===== src/hw/tssr_pkg.sv =====
package tssr_pkg;

	////////////////////////////////////////////////////////////////////////////
	// clock and timing
	localparam int CLK_KHZ     = 25000;
	localparam int CLK_NS      = 40;
	localparam int HOLD_NS     = 300;
	localparam int TIMEOUT_MS  = 35;
	localparam int REFRESH_MS  = 125;
	// least hold time, rounded up to whole cycles
	localparam logic [3:0] HOLD_CYC = 4'((HOLD_NS + CLK_NS - 1) / CLK_NS);
	localparam int TIMEOUT_CYC = TIMEOUT_MS * CLK_KHZ;
	localparam int REFRESH_CYC = REFRESH_MS * CLK_KHZ;
	localparam int CNT_W       = 22;

	////////////////////////////////////////////////////////////////////////////
	// addressing
	localparam logic [3:0] DEVICE_TYPE_CODE = 4'h3;
	localparam logic [3:0] BITS_PER_BYTE    = 4'h8;
	localparam logic [2:0] INDEX_RESET      = 3'h0;

	// register indices
	localparam logic [2:0] IDX_FEATURE_SUMMARY    = 3'h0;
	localparam logic [2:0] IDX_SETUP_CONTROL      = 3'h1;
	localparam logic [2:0] IDX_ALARM_HIGH_LIMIT   = 3'h2;
	localparam logic [2:0] IDX_ALARM_LOW_LIMIT    = 3'h3;
	localparam logic [2:0] IDX_OVERHEAT_LIMIT     = 3'h4;
	localparam logic [2:0] IDX_THERMAL_READING    = 3'h5;
	localparam logic [2:0] IDX_MAKER_CODE         = 3'h6;
	localparam logic [2:0] IDX_PART_REVISION_CODE = 3'h7;

	////////////////////////////////////////////////////////////////////////////
	// reset values and fields
	localparam logic [15:0] FEATURE_STD   = 16'h002d;
	localparam logic [15:0] FEATURE_HIGH  = 16'h002f;
	localparam logic [15:0] RW_RESET      = 16'h0000;
	localparam logic [15:0] READING_RESET = 16'h0000;
	localparam int          SHUTDOWN_BIT  = 8;

	////////////////////////////////////////////////////////////////////////////
	// types
	typedef enum logic [3:0] {
		ST_IDLE      = 4'h0,
		ST_ADDR      = 4'h1,
		ST_ADDR_ACK  = 4'h2,
		ST_INDEX     = 4'h3,
		ST_INDEX_ACK = 4'h4,
		ST_WDATA     = 4'h5,
		ST_WDATA_ACK = 4'h6,
		ST_RDATA     = 4'h7,
		ST_RACK      = 4'h8
	} tssr_state_t;

	typedef struct packed {
		logic [15:0] high;
		logic [15:0] low;
		logic [15:0] crit;
	} tssr_limits_t;

endpackage


===== src/hw/tssr_top.sv =====
`timescale 1ns/1ns
module tssr_top #(
	parameter logic        HIGH_ACCURACY      = 1'b0,
	parameter logic [15:0] MAKER_CODE         = 16'h5a5a, // arbitrary value
	parameter logic [15:0] PART_REVISION_CODE = 16'h0c30, // arbitrary value
	parameter int          TIMEOUT_CYC        = tssr_pkg::TIMEOUT_CYC,
	parameter int          REFRESH_CYC        = tssr_pkg::REFRESH_CYC
) (
	input  wire logic                   MCLK,
	input  wire logic                   RST_N,
	input  wire logic                   SCL,
	input  wire logic                   SDA_IN,
	output logic                        SDA_OUT,
	output logic                        SDA_OE_N,
	input  wire logic                   SLAVE_SELECT_LOW,
	input  wire logic                   SLAVE_SELECT_MID,
	input  wire logic                   SLAVE_SELECT_HIGH,
	input  wire logic [15:0]            TEMP_DATA,
	input  wire logic                   TEMP_DONE,
	output logic                        MEAS_REQ,
	output logic [15:0]                 SETUP,
	output tssr_pkg::tssr_limits_t      LIMITS
);

	////////////////////////////////////////////////////////////////////////////
	// declarations
	logic [4:0]            pin_level;
	logic [4:0]            pin_rise;
	logic [4:0]            pin_fall;
	logic                  scl;
	logic                  sda;
	logic                  scl_rise;
	logic                  scl_fall;
	logic [2:0]            strap;
	logic                  start_cond;
	logic                  stop_cond;

	tssr_pkg::tssr_state_t state;
	logic [3:0]            bit_cnt;
	logic [7:0]            rx;
	logic [7:0]            tx;
	logic                  rw;
	logic                  byte_sel;
	logic [2:0]            index;
	logic [7:0]            hi_byte;
	logic                  wr_en;
	logic                  pend_low;
	logic                  pend_go;
	logic                  read_end;
	logic [15:0]           rd_word;
	logic [7:0]            next_tx_byte;

	logic [15:0]           rw_regs [0:3];
	logic [15:0]           thermal_reading;
	logic [3:0]            hold_cnt;
	logic [tssr_pkg::CNT_W-1:0] to_cnt;
	logic [tssr_pkg::CNT_W-1:0] meas_cnt;
	logic                  timeout_hit;
	logic [2:0]            wr_slot;

	////////////////////////////////////////////////////////////////////////////
	// pin synchronisers
	tssr_sync_edge #(
		.W(5)
	) u_sync (
		.clk  (MCLK),
		.rst_n(RST_N),
		.raw  ({SLAVE_SELECT_HIGH, SLAVE_SELECT_MID, SLAVE_SELECT_LOW, SDA_IN, SCL}),
		.level(pin_level),
		.rise (pin_rise),
		.fall (pin_fall)
	);

	// bus conditions decoded from the settled pins
	assign scl        = pin_level[0];
	assign sda        = pin_level[1];
	assign scl_rise   = pin_rise[0];
	assign scl_fall   = pin_fall[0];
	assign strap      = pin_level[4:2];
	assign start_cond = pin_fall[1] & scl;
	assign stop_cond  = pin_rise[1] & scl;

	////////////////////////////////////////////////////////////////////////////
	// read data selection
	always_comb begin
		case (index)
			tssr_pkg::IDX_FEATURE_SUMMARY: begin
				rd_word = HIGH_ACCURACY ? tssr_pkg::FEATURE_HIGH : tssr_pkg::FEATURE_STD;
			end
			tssr_pkg::IDX_SETUP_CONTROL:      rd_word = rw_regs[0];
			tssr_pkg::IDX_ALARM_HIGH_LIMIT:   rd_word = rw_regs[1];
			tssr_pkg::IDX_ALARM_LOW_LIMIT:    rd_word = rw_regs[2];
			tssr_pkg::IDX_OVERHEAT_LIMIT:     rd_word = rw_regs[3];
			tssr_pkg::IDX_THERMAL_READING:    rd_word = thermal_reading;
			tssr_pkg::IDX_MAKER_CODE:         rd_word = MAKER_CODE;
			tssr_pkg::IDX_PART_REVISION_CODE: rd_word = PART_REVISION_CODE;
			default:                          rd_word = 16'h0000;
		endcase
	end

	// byte sent after a master ack: the other half of the word
	assign next_tx_byte = byte_sel ? rd_word[15:8] : rd_word[7:0];

	////////////////////////////////////////////////////////////////////////////
	// protocol state machine
	always_ff @(posedge MCLK) begin
		if (!RST_N) begin
			state    <= tssr_pkg::ST_IDLE;
			bit_cnt  <= 4'h0;
			rx       <= 8'h00;
			tx       <= 8'h00;
			rw       <= 1'b0;
			byte_sel <= 1'b0;
			index    <= tssr_pkg::INDEX_RESET;
			hi_byte  <= 8'h00;
			wr_en    <= 1'b0;
			pend_low <= 1'b0;
			pend_go  <= 1'b0;
			read_end <= 1'b0;
		end else begin
			wr_en    <= 1'b0;
			pend_go  <= 1'b0;
			read_end <= 1'b0;
			if (timeout_hit) begin
				// abandon stalled transfer, let go of the line
				state    <= tssr_pkg::ST_IDLE;
				pend_low <= 1'b0;
				pend_go  <= 1'b1;
			end else if (start_cond) begin
				// start or repeated start
				state    <= tssr_pkg::ST_ADDR;
				bit_cnt  <= 4'h0;
				pend_low <= 1'b0;
				pend_go  <= 1'b1;
			end else if (stop_cond) begin
				state    <= tssr_pkg::ST_IDLE;
				pend_low <= 1'b0;
				pend_go  <= 1'b1;
			end else if (scl_rise) begin
				case (state)
					tssr_pkg::ST_ADDR, tssr_pkg::ST_INDEX, tssr_pkg::ST_WDATA: begin
						rx      <= {rx[6:0], sda};
						bit_cnt <= bit_cnt + 4'h1;
					end
					tssr_pkg::ST_RDATA: begin
						bit_cnt <= bit_cnt + 4'h1;
					end
					tssr_pkg::ST_RACK: begin
						if (sda) begin
							// nack: transfer over
							state    <= tssr_pkg::ST_IDLE;
							read_end <= 1'b1;
						end
					end
					default: begin
					end
				endcase
			end else if (scl_fall) begin
				case (state)
					tssr_pkg::ST_ADDR: begin
						if (bit_cnt == tssr_pkg::BITS_PER_BYTE) begin
							pend_go <= 1'b1;
							if (rx[7:1] == {tssr_pkg::DEVICE_TYPE_CODE, strap}) begin
								state    <= tssr_pkg::ST_ADDR_ACK;
								rw       <= rx[0];
								pend_low <= 1'b1;
							end else begin
								state <= tssr_pkg::ST_IDLE;
							end
						end
					end
					tssr_pkg::ST_ADDR_ACK: begin
						bit_cnt  <= 4'h0;
						byte_sel <= 1'b0;
						pend_go  <= 1'b1;
						if (rw) begin
							// read straight from the held index
							state    <= tssr_pkg::ST_RDATA;
							tx       <= rd_word[15:8];
							pend_low <= ~rd_word[15];
						end else begin
							state    <= tssr_pkg::ST_INDEX;
							pend_low <= 1'b0;
						end
					end
					tssr_pkg::ST_INDEX: begin
						if (bit_cnt == tssr_pkg::BITS_PER_BYTE) begin
							index    <= rx[2:0];
							state    <= tssr_pkg::ST_INDEX_ACK;
							pend_low <= 1'b1;
							pend_go  <= 1'b1;
						end
					end
					tssr_pkg::ST_INDEX_ACK: begin
						state    <= tssr_pkg::ST_WDATA;
						bit_cnt  <= 4'h0;
						byte_sel <= 1'b0;
						pend_low <= 1'b0;
						pend_go  <= 1'b1;
					end
					tssr_pkg::ST_WDATA: begin
						if (bit_cnt == tssr_pkg::BITS_PER_BYTE) begin
							// high byte first, commit on the low byte
							if (!byte_sel) begin
								hi_byte <= rx;
							end else begin
								wr_en <= 1'b1;
							end
							state    <= tssr_pkg::ST_WDATA_ACK;
							pend_low <= 1'b1;
							pend_go  <= 1'b1;
						end
					end
					tssr_pkg::ST_WDATA_ACK: begin
						state    <= tssr_pkg::ST_WDATA;
						bit_cnt  <= 4'h0;
						byte_sel <= ~byte_sel;
						pend_low <= 1'b0;
						pend_go  <= 1'b1;
					end
					tssr_pkg::ST_RDATA: begin
						pend_go <= 1'b1;
						if (bit_cnt == tssr_pkg::BITS_PER_BYTE) begin
							state    <= tssr_pkg::ST_RACK;
							pend_low <= 1'b0;
						end else begin
							tx       <= {tx[6:0], 1'b0};
							pend_low <= ~tx[6];
						end
					end
					tssr_pkg::ST_RACK: begin
						// master acked: send the other byte
						state    <= tssr_pkg::ST_RDATA;
						bit_cnt  <= 4'h0;
						byte_sel <= ~byte_sel;
						tx       <= next_tx_byte;
						pend_low <= ~next_tx_byte[7];
						pend_go  <= 1'b1;
					end
					default: begin
					end
				endcase
			end
		end
	end

	////////////////////////////////////////////////////////////////////////////
	// sda driver, changes only after the data hold time
	always_ff @(posedge MCLK) begin
		if (!RST_N) begin
			hold_cnt <= 4'h0;
			SDA_OUT  <= 1'b1;
			SDA_OE_N <= 1'b1;
		end else if (pend_go) begin
			hold_cnt <= tssr_pkg::HOLD_CYC;
		end else if (hold_cnt != 4'h0) begin
			hold_cnt <= hold_cnt - 4'h1;
			if (hold_cnt == 4'h1) begin
				SDA_OUT  <= ~pend_low;
				SDA_OE_N <= ~pend_low; // low while pulling the line
			end
		end
	end

	////////////////////////////////////////////////////////////////////////////
	// writable registers
	assign wr_slot = index - 3'h1;

	always_ff @(posedge MCLK) begin
		if (!RST_N) begin
			for (int k = 0; k < 4; k++) begin
				rw_regs[k] <= tssr_pkg::RW_RESET;
			end
		end else if (wr_en && index >= tssr_pkg::IDX_SETUP_CONTROL
				&& index <= tssr_pkg::IDX_OVERHEAT_LIMIT) begin
			// read-only targets fall outside this window
			rw_regs[wr_slot[1:0]] <= {hi_byte, rx};
		end
	end

	// configuration and limits out to the comparator logic
	assign SETUP       = rw_regs[0];
	assign LIMITS.high = rw_regs[1];
	assign LIMITS.low  = rw_regs[2];
	assign LIMITS.crit = rw_regs[3];

	////////////////////////////////////////////////////////////////////////////
	// latched temperature, readable at any time
	always_ff @(posedge MCLK) begin
		if (!RST_N) begin
			thermal_reading <= tssr_pkg::READING_RESET;
		end else if (TEMP_DONE) begin
			thermal_reading <= TEMP_DATA;
		end
	end

	////////////////////////////////////////////////////////////////////////////
	// bus timeout: counts while scl is held low inside a transfer
	assign timeout_hit = (to_cnt == tssr_pkg::CNT_W'(TIMEOUT_CYC));

	always_ff @(posedge MCLK) begin
		if (!RST_N) begin
			to_cnt <= '0;
		end else if (state == tssr_pkg::ST_IDLE || scl || timeout_hit) begin
			to_cnt <= '0;
		end else begin
			to_cnt <= to_cnt + 1'b1;
		end
	end

	////////////////////////////////////////////////////////////////////////////
	// conversion requests: periodic, and restarted after a finished read
	always_ff @(posedge MCLK) begin
		if (!RST_N) begin
			meas_cnt <= '0;
			MEAS_REQ <= 1'b0;
		end else if (rw_regs[0][tssr_pkg::SHUTDOWN_BIT]) begin
			// shutdown stops sampling, bus stays live
			meas_cnt <= '0;
			MEAS_REQ <= 1'b0;
		end else if ((read_end && !MEAS_REQ)
				|| meas_cnt == tssr_pkg::CNT_W'(REFRESH_CYC - 1)) begin
			// a read ending right after a periodic request reuses that conversion
			meas_cnt <= '0;
			MEAS_REQ <= 1'b1;
		end else begin
			meas_cnt <= meas_cnt + 1'b1;
			MEAS_REQ <= 1'b0;
		end
	end

endmodule


===== src/hw/tssr_sync_edge.sv =====
`timescale 1ns/1ns
module tssr_sync_edge #(
	parameter int W = 5
) (
	input  wire logic         clk,
	input  wire logic         rst_n,
	input  wire logic [W-1:0] raw,
	output logic      [W-1:0] level,
	output logic      [W-1:0] rise,
	output logic      [W-1:0] fall
);

	logic [W-1:0] meta;
	logic [W-1:0] prev;

	////////////////////////////////////////////////////////////////////////////
	// two-flop synchroniser plus one history flop per bit
	genvar i;
	generate
		for (i = 0; i < W; i++) begin : g_bit
			always_ff @(posedge clk) begin
				if (!rst_n) begin
					meta[i]  <= 1'b1;
					level[i] <= 1'b1;
					prev[i]  <= 1'b1;
				end else begin
					meta[i]  <= raw[i];
					level[i] <= meta[i];
					prev[i]  <= level[i];
				end
			end
			// edges seen only on the settled stages
			assign rise[i] = level[i] & ~prev[i];
			assign fall[i] = ~level[i] & prev[i];
		end
	endgenerate

endmodule


===== config.mk =====
export PLATFORM = sky130hd
export DESIGN_NAME = tssr_top
export DESIGN_NICKNAME = d
export VERILOG_FILES = /design/src/hw/tssr_pkg.sv /design/src/hw/tssr_top.sv /design/src/hw/tssr_sync_edge.sv
export SDC_FILE = /design/constraint.sdc
export NUM_CORES = 1
export LEC_CHECK = 0
export BUFFER_PORTS_ARGS = -buffer_cell sky130_fd_sc_hd__clkbuf_2
export CORE_MARGIN = 2
export CORE_UTILIZATION = 38
export CTS_CLUSTER_SIZE = 14
export DETAILED_ROUTE_END_ITERATION = 12
export PLACE_DENSITY = 0.63
export SETUP_SLACK_MARGIN = 0.5
export SYNTH_ARGS = -nofsm -noshare
export SYNTH_HDL_FRONTEND = slang
export SYNTH_HIERARCHICAL = 1
export SYNTH_SLANG_ARGS = --single-unit

===== constraint.sdc =====
create_clock -name MCLK -period 4.6 [get_ports MCLK]
set_input_delay 0.46 -clock MCLK [delete_from_list [all_inputs] [get_ports MCLK]]
set_output_delay 0.46 -clock MCLK [all_outputs]
set_load 0.01 [all_outputs]

==> run metrics, run 1 <==
combined global-route utilization of all metal layers=between 10% and 20%; Crit path max-delay family=simple AND/OR/NAND/NOR gates; endpoints failing setup=0; accumulated negative setup slack=0 ns; power per standard cell area=around 370 nW/µm²; Placement Cell Area=8970 µm²; CTS root buf=sky130_fd_sc_hd__clkbuf_16; mean post-synth cell area=10.3 µm²; routed length per instance=18.0 µm; Die Width=around 150 µm; P_leak=about 3.6 nW; crit share post-route=a little over 70%; status=complete, no violations; # port buffers=90; cells along the critical path=inv_1 -> ha_1 -> nand2b_1 -> and4b_1 -> nand2_1 -> nor2_1 -> and2_1; type of the worst setup path=reg2reg; Maximum Capacitance Violations=0; highest attainable clock frequency=between 300 and 400 MHz; Setup WS post-layout=around 1.4 ns; fraction of final layout cells sized beyond drive strength 1=about 18%; half-perimeter wire length after detailed placement=between 15000 and 20000 µm; layout-stage area growth over the synthesis result=15.8%; critical-path cell with the highest stage delay=sky130_fd_sc_hd__nor2_1; clock latency of the later-clocked register in the worst-skew pair=0.43 ns; DP Worst Slack=roughly 1.4 ns; worst ir drop on vdd=0.204 mV; Final nets=917; Post-CTS Setup Repair Bufs=0; relative slew slack=between 20 and 30%; vias post-DR=6358; wire length of the first global-routing pass=between 30000 and 40000 µm; clock slew at reported path FFs=approximately 0.070 ns; io pins=91; Post-Route Skew=about 0.0090 ns; Initial DRT Pass Iterations=5; floorplan row count=54; count of synthesis-stage warnings from yosys=6; initial antenna violation count=0; largest fanout of any net on the critical path=18; min-delay worst type=in2reg; Clock H-tree levels=4; total detailed-routing wirelength=21200 µm; post-DR vias/cell=roughly 5.4; pin count of the biggest net entering global routing=36; Detailed Route Iter0 Violations=roughly 710; clock tree from TritonCTS=yes; number of routed nets with antenna violations=0; arrival time of the worst setup path=between 3 and 4 ns; Finished Core Util=between 40% and 50%; vias in the first global route=~6000; Worst Path Required=about 4.9 ns; Core Region=about 22000 µm²; gate count after technology mapping=808; vertical extent of the die=~150 µm; total congestion overflow=0; final critical-path required period=~3.2 ns; setup repair after global routing missed its margin=no; Synthesized Nets=about 840; total power of the final layout=around 0.0036 W; maximum buffer depth of the clock tree=2; full die area=approximately 23000 µm²; Worst setup EP type=register; Final Hold Vio Count=0; cell area after synthesis=around 8300 µm²; diode insertion count for antenna repair=0; WP buf/inv=1; DRC errors left=0; slew at the pin closest to its max-slew limit=1.05 ns; Layout Cell Area excl Fill=just under 10000 µm²; total clock buffers created by CTS=17; initial cell density of the core=about two fifths; number of buffers added to fix hold violations after cts=0; clock net sink count=about 180; final-report max-slew violation count=0; placer's final routability congestion estimate=between 0.8 and 0.9; biggest cell delay along the critical path=roughly 0.66 ns; number of gates resized after CTS=0; type of element launching the critical path=register
cell usage in the layout (no fill, tap or decap), types with 6 or more instances in the layout:
cell type	count
sky130_fd_sc_hd__o21ai_0	8
sky130_fd_sc_hd__a22oi_1	13
sky130_fd_sc_hd__buf_4	8
sky130_fd_sc_hd__clkbuf_2	90
sky130_fd_sc_hd__edfxtp_1	64
sky130_fd_sc_hd__nand2b_1	15
sky130_fd_sc_hd__a21oi_1	25
sky130_fd_sc_hd__and3_1	8
sky130_fd_sc_hd__clkbuf_16	17
sky130_fd_sc_hd__nand3b_1	6
sky130_fd_sc_hd__o211a_1	6
sky130_fd_sc_hd__inv_1	20
sky130_fd_sc_hd__a211oi_1	7
sky130_fd_sc_hd__nand3_1	25
sky130_fd_sc_hd__xnor2_1	10
sky130_fd_sc_hd__a222oi_1	6
sky130_fd_sc_hd__nor2_1	90
sky130_fd_sc_hd__nand4_1	21
sky130_fd_sc_hd__and2_1	61
sky130_fd_sc_hd__a32oi_1	7
sky130_fd_sc_hd__dfxtp_1	118
sky130_fd_sc_hd__mux2i_1	36
sky130_fd_sc_hd__a221o_1	7
sky130_fd_sc_hd__ha_1	11
sky130_fd_sc_hd__nor3_1	10
sky130_fd_sc_hd__nand2_1	60
sky130_fd_sc_hd__xor2_1	34
sky130_fd_sc_hd__a221oi_1	7
worst register-to-register path, delay by kind of cell (launching register included):
kind,cells,cell delay (ns)
fa+ha+maj,1,0.61
flops,1,0.41
simple gates,5,1.90
buf+inv,1,0.19
cell type report:
type	count	area (µm²)
fill	2050	12100
sequential	182	4280
multi-input combinational	562	3740
timing repair buffer	98	510
clock buffer	17	425
tap	280	350
clock inverter	15	244
inverter	21	78.8
power breakdown:
part,switching [W],internal [W],leakage (nW),total [W]
Combinational,0.000111,0.0000809,1.77,0.000192
Sequential,0.0000522,0.00172,1.56,0.00177
Clock,0.000650,0.000979,0.315,0.00163
worst paths after layout:
check,startpoint,endpoint,slack (ns),cells past startpoint
max,index[0],rw_regs[0][8],1.35,7
min,SLAVE_SELECT_HIGH,u_sync/meta[4],0.21,2
max reg2reg,index[0],rw_regs[0][8],1.35,7
min reg2reg,u_sync/meta[4],u_sync/level[4],0.41,1
through the flow:
step	std cells	hold slack (ns)
floorplan	808	0.385
global placement	1143	0.394
detailed placement	1143	0.393
CTS	1175	0.196
global route	1175	0.195
finish	1175	0.207
registers in the layout, indices dropped and copies added, names as in the netlist:
name and count:
SDA_OE_N 1, index 3, u_sync/level 5, wr_en 1, meas_cnt 22, byte_sel 1
u_sync/meta 5, thermal_reading 16, rw 1, read_end 1, rw_regs 64, pend_low 1
hold_cnt 4, MEAS_REQ 1, pend_go 1, rx 8, state 4, tx 7
u_sync/prev 2, bit_cnt 4, to_cnt 22, hi_byte 8
per-layer routing:
metal  up-vias  routed length (µm)  GRT usage [%]
met5         -                   0              0
met2       216                9380           26.6
met3        21                1520           4.14
met1      3056               10000           26.8
met4         0                 262           4.94
li1       3065                   -              -
Power figures use the tool's default switching activity.
==> run 2, diff against run 1 <==
--- a/config.mk
+++ b/config.mk
@@ -10,7 +10,7 @@
 export CORE_UTILIZATION = 38
 export CTS_CLUSTER_SIZE = 14
 export DETAILED_ROUTE_END_ITERATION = 12
-export PLACE_DENSITY = 0.63
+export PLACE_DENSITY = 0.65
 export SETUP_SLACK_MARGIN = 0.5
 export SYNTH_ARGS = -nofsm -noshare
 export SYNTH_HDL_FRONTEND = slang
==> constraint.sdc (replaced) <==
create_clock -name MCLK -period 2.8 [get_ports MCLK]
set_input_delay 0.28 -clock MCLK [delete_from_list [all_inputs] [get_ports MCLK]]
set_output_delay 0.28 -clock MCLK [all_outputs]
set_load 0.01 [all_outputs]
==> run 2 against run 1 <==
Sequential cell count stayed put. Worst setup slack lost 0.86 ns. Critical path type unchanged. Highest routed layer unchanged. Critical path depth grew 1. Die area unchanged. Fmax grew 41%.
==> run metrics, run 2 (synthesis results as in run 1) <==
floorplan row count=54; vias in the first global route=~6200; wire length of the first global-routing pass=33800 µm; type of the worst setup path=reg2reg; placer's final routability congestion estimate=between 0.8 and 0.9; number of buffers added to fix hold violations after cts=0; full die area=roughly 23000 µm²; Die Width=between 150 and 200 µm; Finished Core Util=between 40% and 50%; number of routed nets with antenna violations=0; Maximum Capacitance Violations=0; Sw Ratio=approximately a quarter; setup repair after global routing missed its margin=yes; min-delay worst type=in2reg; Detailed Route Iter0 Violations=around 600; total clock buffers created by CTS=17; net switching power of the design=between 0.001 and 0.0015 W; clock network fraction of design power=between 40% and 50%; slew at the pin closest to its max-slew limit=between 0.8 and 0.9 ns; io pins=91; worst ir drop on vdd=0.409 mV; number of flip-flops in the largest register=64; CTS root buf=sky130_fd_sc_hd__clkbuf_16; largest fanout of any net on the critical path=12; endpoints failing setup=0; half-perimeter wire length after detailed placement=roughly 16000 µm; P_leak=3.71 nW; Post-Route Skew=about 0.0092 ns; worst reg2reg setup slack=between 0.4 and 0.5 ns; fraction of final layout cells sized beyond drive strength 1=about 20%; number of standard cells in the final layout excluding fillers=about 1200; r2r endpoint=tx[6]; highest attainable clock frequency=around 430 MHz; proportion of power drawn by flip-flops and latches=between 50 and 60%; Clock H-tree levels=4; clock slew at reported path FFs=approximately 0.070 ns; cell internal pwr=between 0.004 and 0.005 W; DRC errors left=0; total congestion overflow=0; # port buffers=90; accumulated negative setup slack=0 ns; layout-stage area growth over the synthesis result=17.0%; pin count of the biggest net entering global routing=between 40 and 50; initial cell density of the core=a little under two fifths; final critical-path required period=approximately 2.3 ns; Core Region=21700 µm²; clock latency of the later-clocked register in the worst-skew pair=between 0.4 and 0.5 ns; most flop-heavy register=rw_regs; arrival time of the worst setup path=around 2.6 ns; final-report max-slew violation count=0; part of the power in combinational logic=around 5.6%; hold-critical path depth=2; combined global-route utilization of all metal layers=a little under a fifth; clock tree from TritonCTS=yes; commonest cells after routing, fill and taps aside=sky130_fd_sc_hd__dfxtp_1, sky130_fd_sc_hd__nor2_1, sky130_fd_sc_hd__clkbuf_2, sky130_fd_sc_hd__edfxtp_1, sky130_fd_sc_hd__and2_1; most common cell after layout, fill and taps aside=sky130_fd_sc_hd__dfxtp_1; worst r2r path cells=8; routed length per instance=approximately 18 µm; Initial DRT Pass Iterations=5; total detailed-routing wirelength=~22000 µm; post-DR vias/cell=about 5.4; Layout Cell Area excl Fill=roughly 9700 µm²; type of element launching the critical path=register; Critical R2R Launch=index[0]; Worst setup EP type=register; vertical extent of the die=152 µm; clock net sink count=roughly 180; cell count after placement=~1200; vias post-DR=around 6400; hold wc startpoint=SCL; power per standard cell area=between 500 and 600 nW/µm²; Final nets=932; status=complete, no violations; relative slew slack=a little under half; maximum buffer depth of the clock tree=2; Worst Path Required=about 3.1 ns; initial antenna violation count=1; Placement Cell Area=approximately 9100 µm²; Final Hold Vio Count=0; sink of the worst hold path=u_sync/meta[0]; largest registers=rw_regs x64, meas_cnt x22, to_cnt x22; diode insertion count for antenna repair=0; crit share post-route=about 83%
## run 2: cell count changes in the layout (fill, tap and decap cells not counted), moves of 3 or more
| cell | previous run | this run |
|---|---|---|
| sky130_fd_sc_hd__dfxtp_1 | 118 | 114 |
| sky130_fd_sc_hd__bufinv_16 | 5 | 2 |
| sky130_fd_sc_hd__dfxtp_2 | 0 | 3 |
| sky130_fd_sc_hd__buf_4 | 8 | 21 |
## run 2: per-layer routing
metal | up-vias | track usage, % | share of wire (%)
li1 | 3091 | - | -
met1 | 3103 | 25.7 | 46
met2 | 216 | 28.1 | 45
met3 | 25 | 4.93 | 6.8
met4 | 0 | 5.70 | 1.8
met5 | - | 0 | 0
## run 2: power by group through the flow
stage | logic [W] | registers, W | clock network (W)
CTS | 0.000326 | 0.00291 | 0.00252
detailed placement | 0.000324 | 0.00296 | 0
global placement | 0.000321 | 0.00296 | 0
finish | 0.000322 | 0.00291 | 0.00248
global route | 0.000362 | 0.00291 | 0.00263
floorplan | 0.000188 | 0.00295 | 0
## run 2: worst max-delay path: stages, from the launching register on
cell and delay, ns:
sky130_fd_sc_hd__dfxtp_2 0.43, sky130_fd_sc_hd__inv_1 0.14, sky130_fd_sc_hd__ha_2 0.32, sky130_fd_sc_hd__buf_4 0.21, sky130_fd_sc_hd__a222oi_1 0.51, sky130_fd_sc_hd__o22ai_1 0.16, sky130_fd_sc_hd__a22oi_1 0.16, sky130_fd_sc_hd__nand4_1 0.13
sky130_fd_sc_hd__o211a_1 0.14
## run 2: area by class of cell
class | count | area [µm²]
repair buffers | 113 | 639
inverters | 21 | 78.8
multi-input cells | 562 | 3760
fillers | 2045 | 12000
flip-flops and latches | 182 | 4290
clock inverters | 14 | 164
clock buffers | 18 | 450
well taps | 280 | 350
## run 2: repair_timing
item	4_1_cts	5_1_grt
gates cloned	0	0
gates resized for setup	3	6
pin swaps	1	2
setup buffers	0	0
endpoints found under the setup margin	33	70
## run 2: worst max-delay path by stage
| stage | startpoint | endpoint | slack (ns) | cells past startpoint |
|---|---|---|---|---|
| 2_1_floorplan | index[0] | rw_regs[0][0] | 0.26 | 7 |
| 3_3_place_gp | index[0] | tx[6] | 0.27 | 8 |
| 3_5_place_dp | index[0] | tx[6] | 0.23 | 8 |
| 4_1_cts | index[0] | rw_regs[1][10] | 0.51 | 7 |
| 5_1_grt | index[0] | tx[6] | 0.33 | 8 |
| 6_report | index[0] | tx[6] | 0.49 | 8 |
## run 2: metrics by stage
stage	power [W]	hold slack [ns]	setup slack [ns]
2_1_floorplan	0.00314	0.353	0.261
3_3_place_gp	0.00329	0.394	0.274
3_5_place_dp	0.00329	0.394	0.227
4_1_cts	0.00576	0.0134	0.510
5_1_grt	0.00591	0.0169	0.329
6_report	0.00571	0.0265	0.489
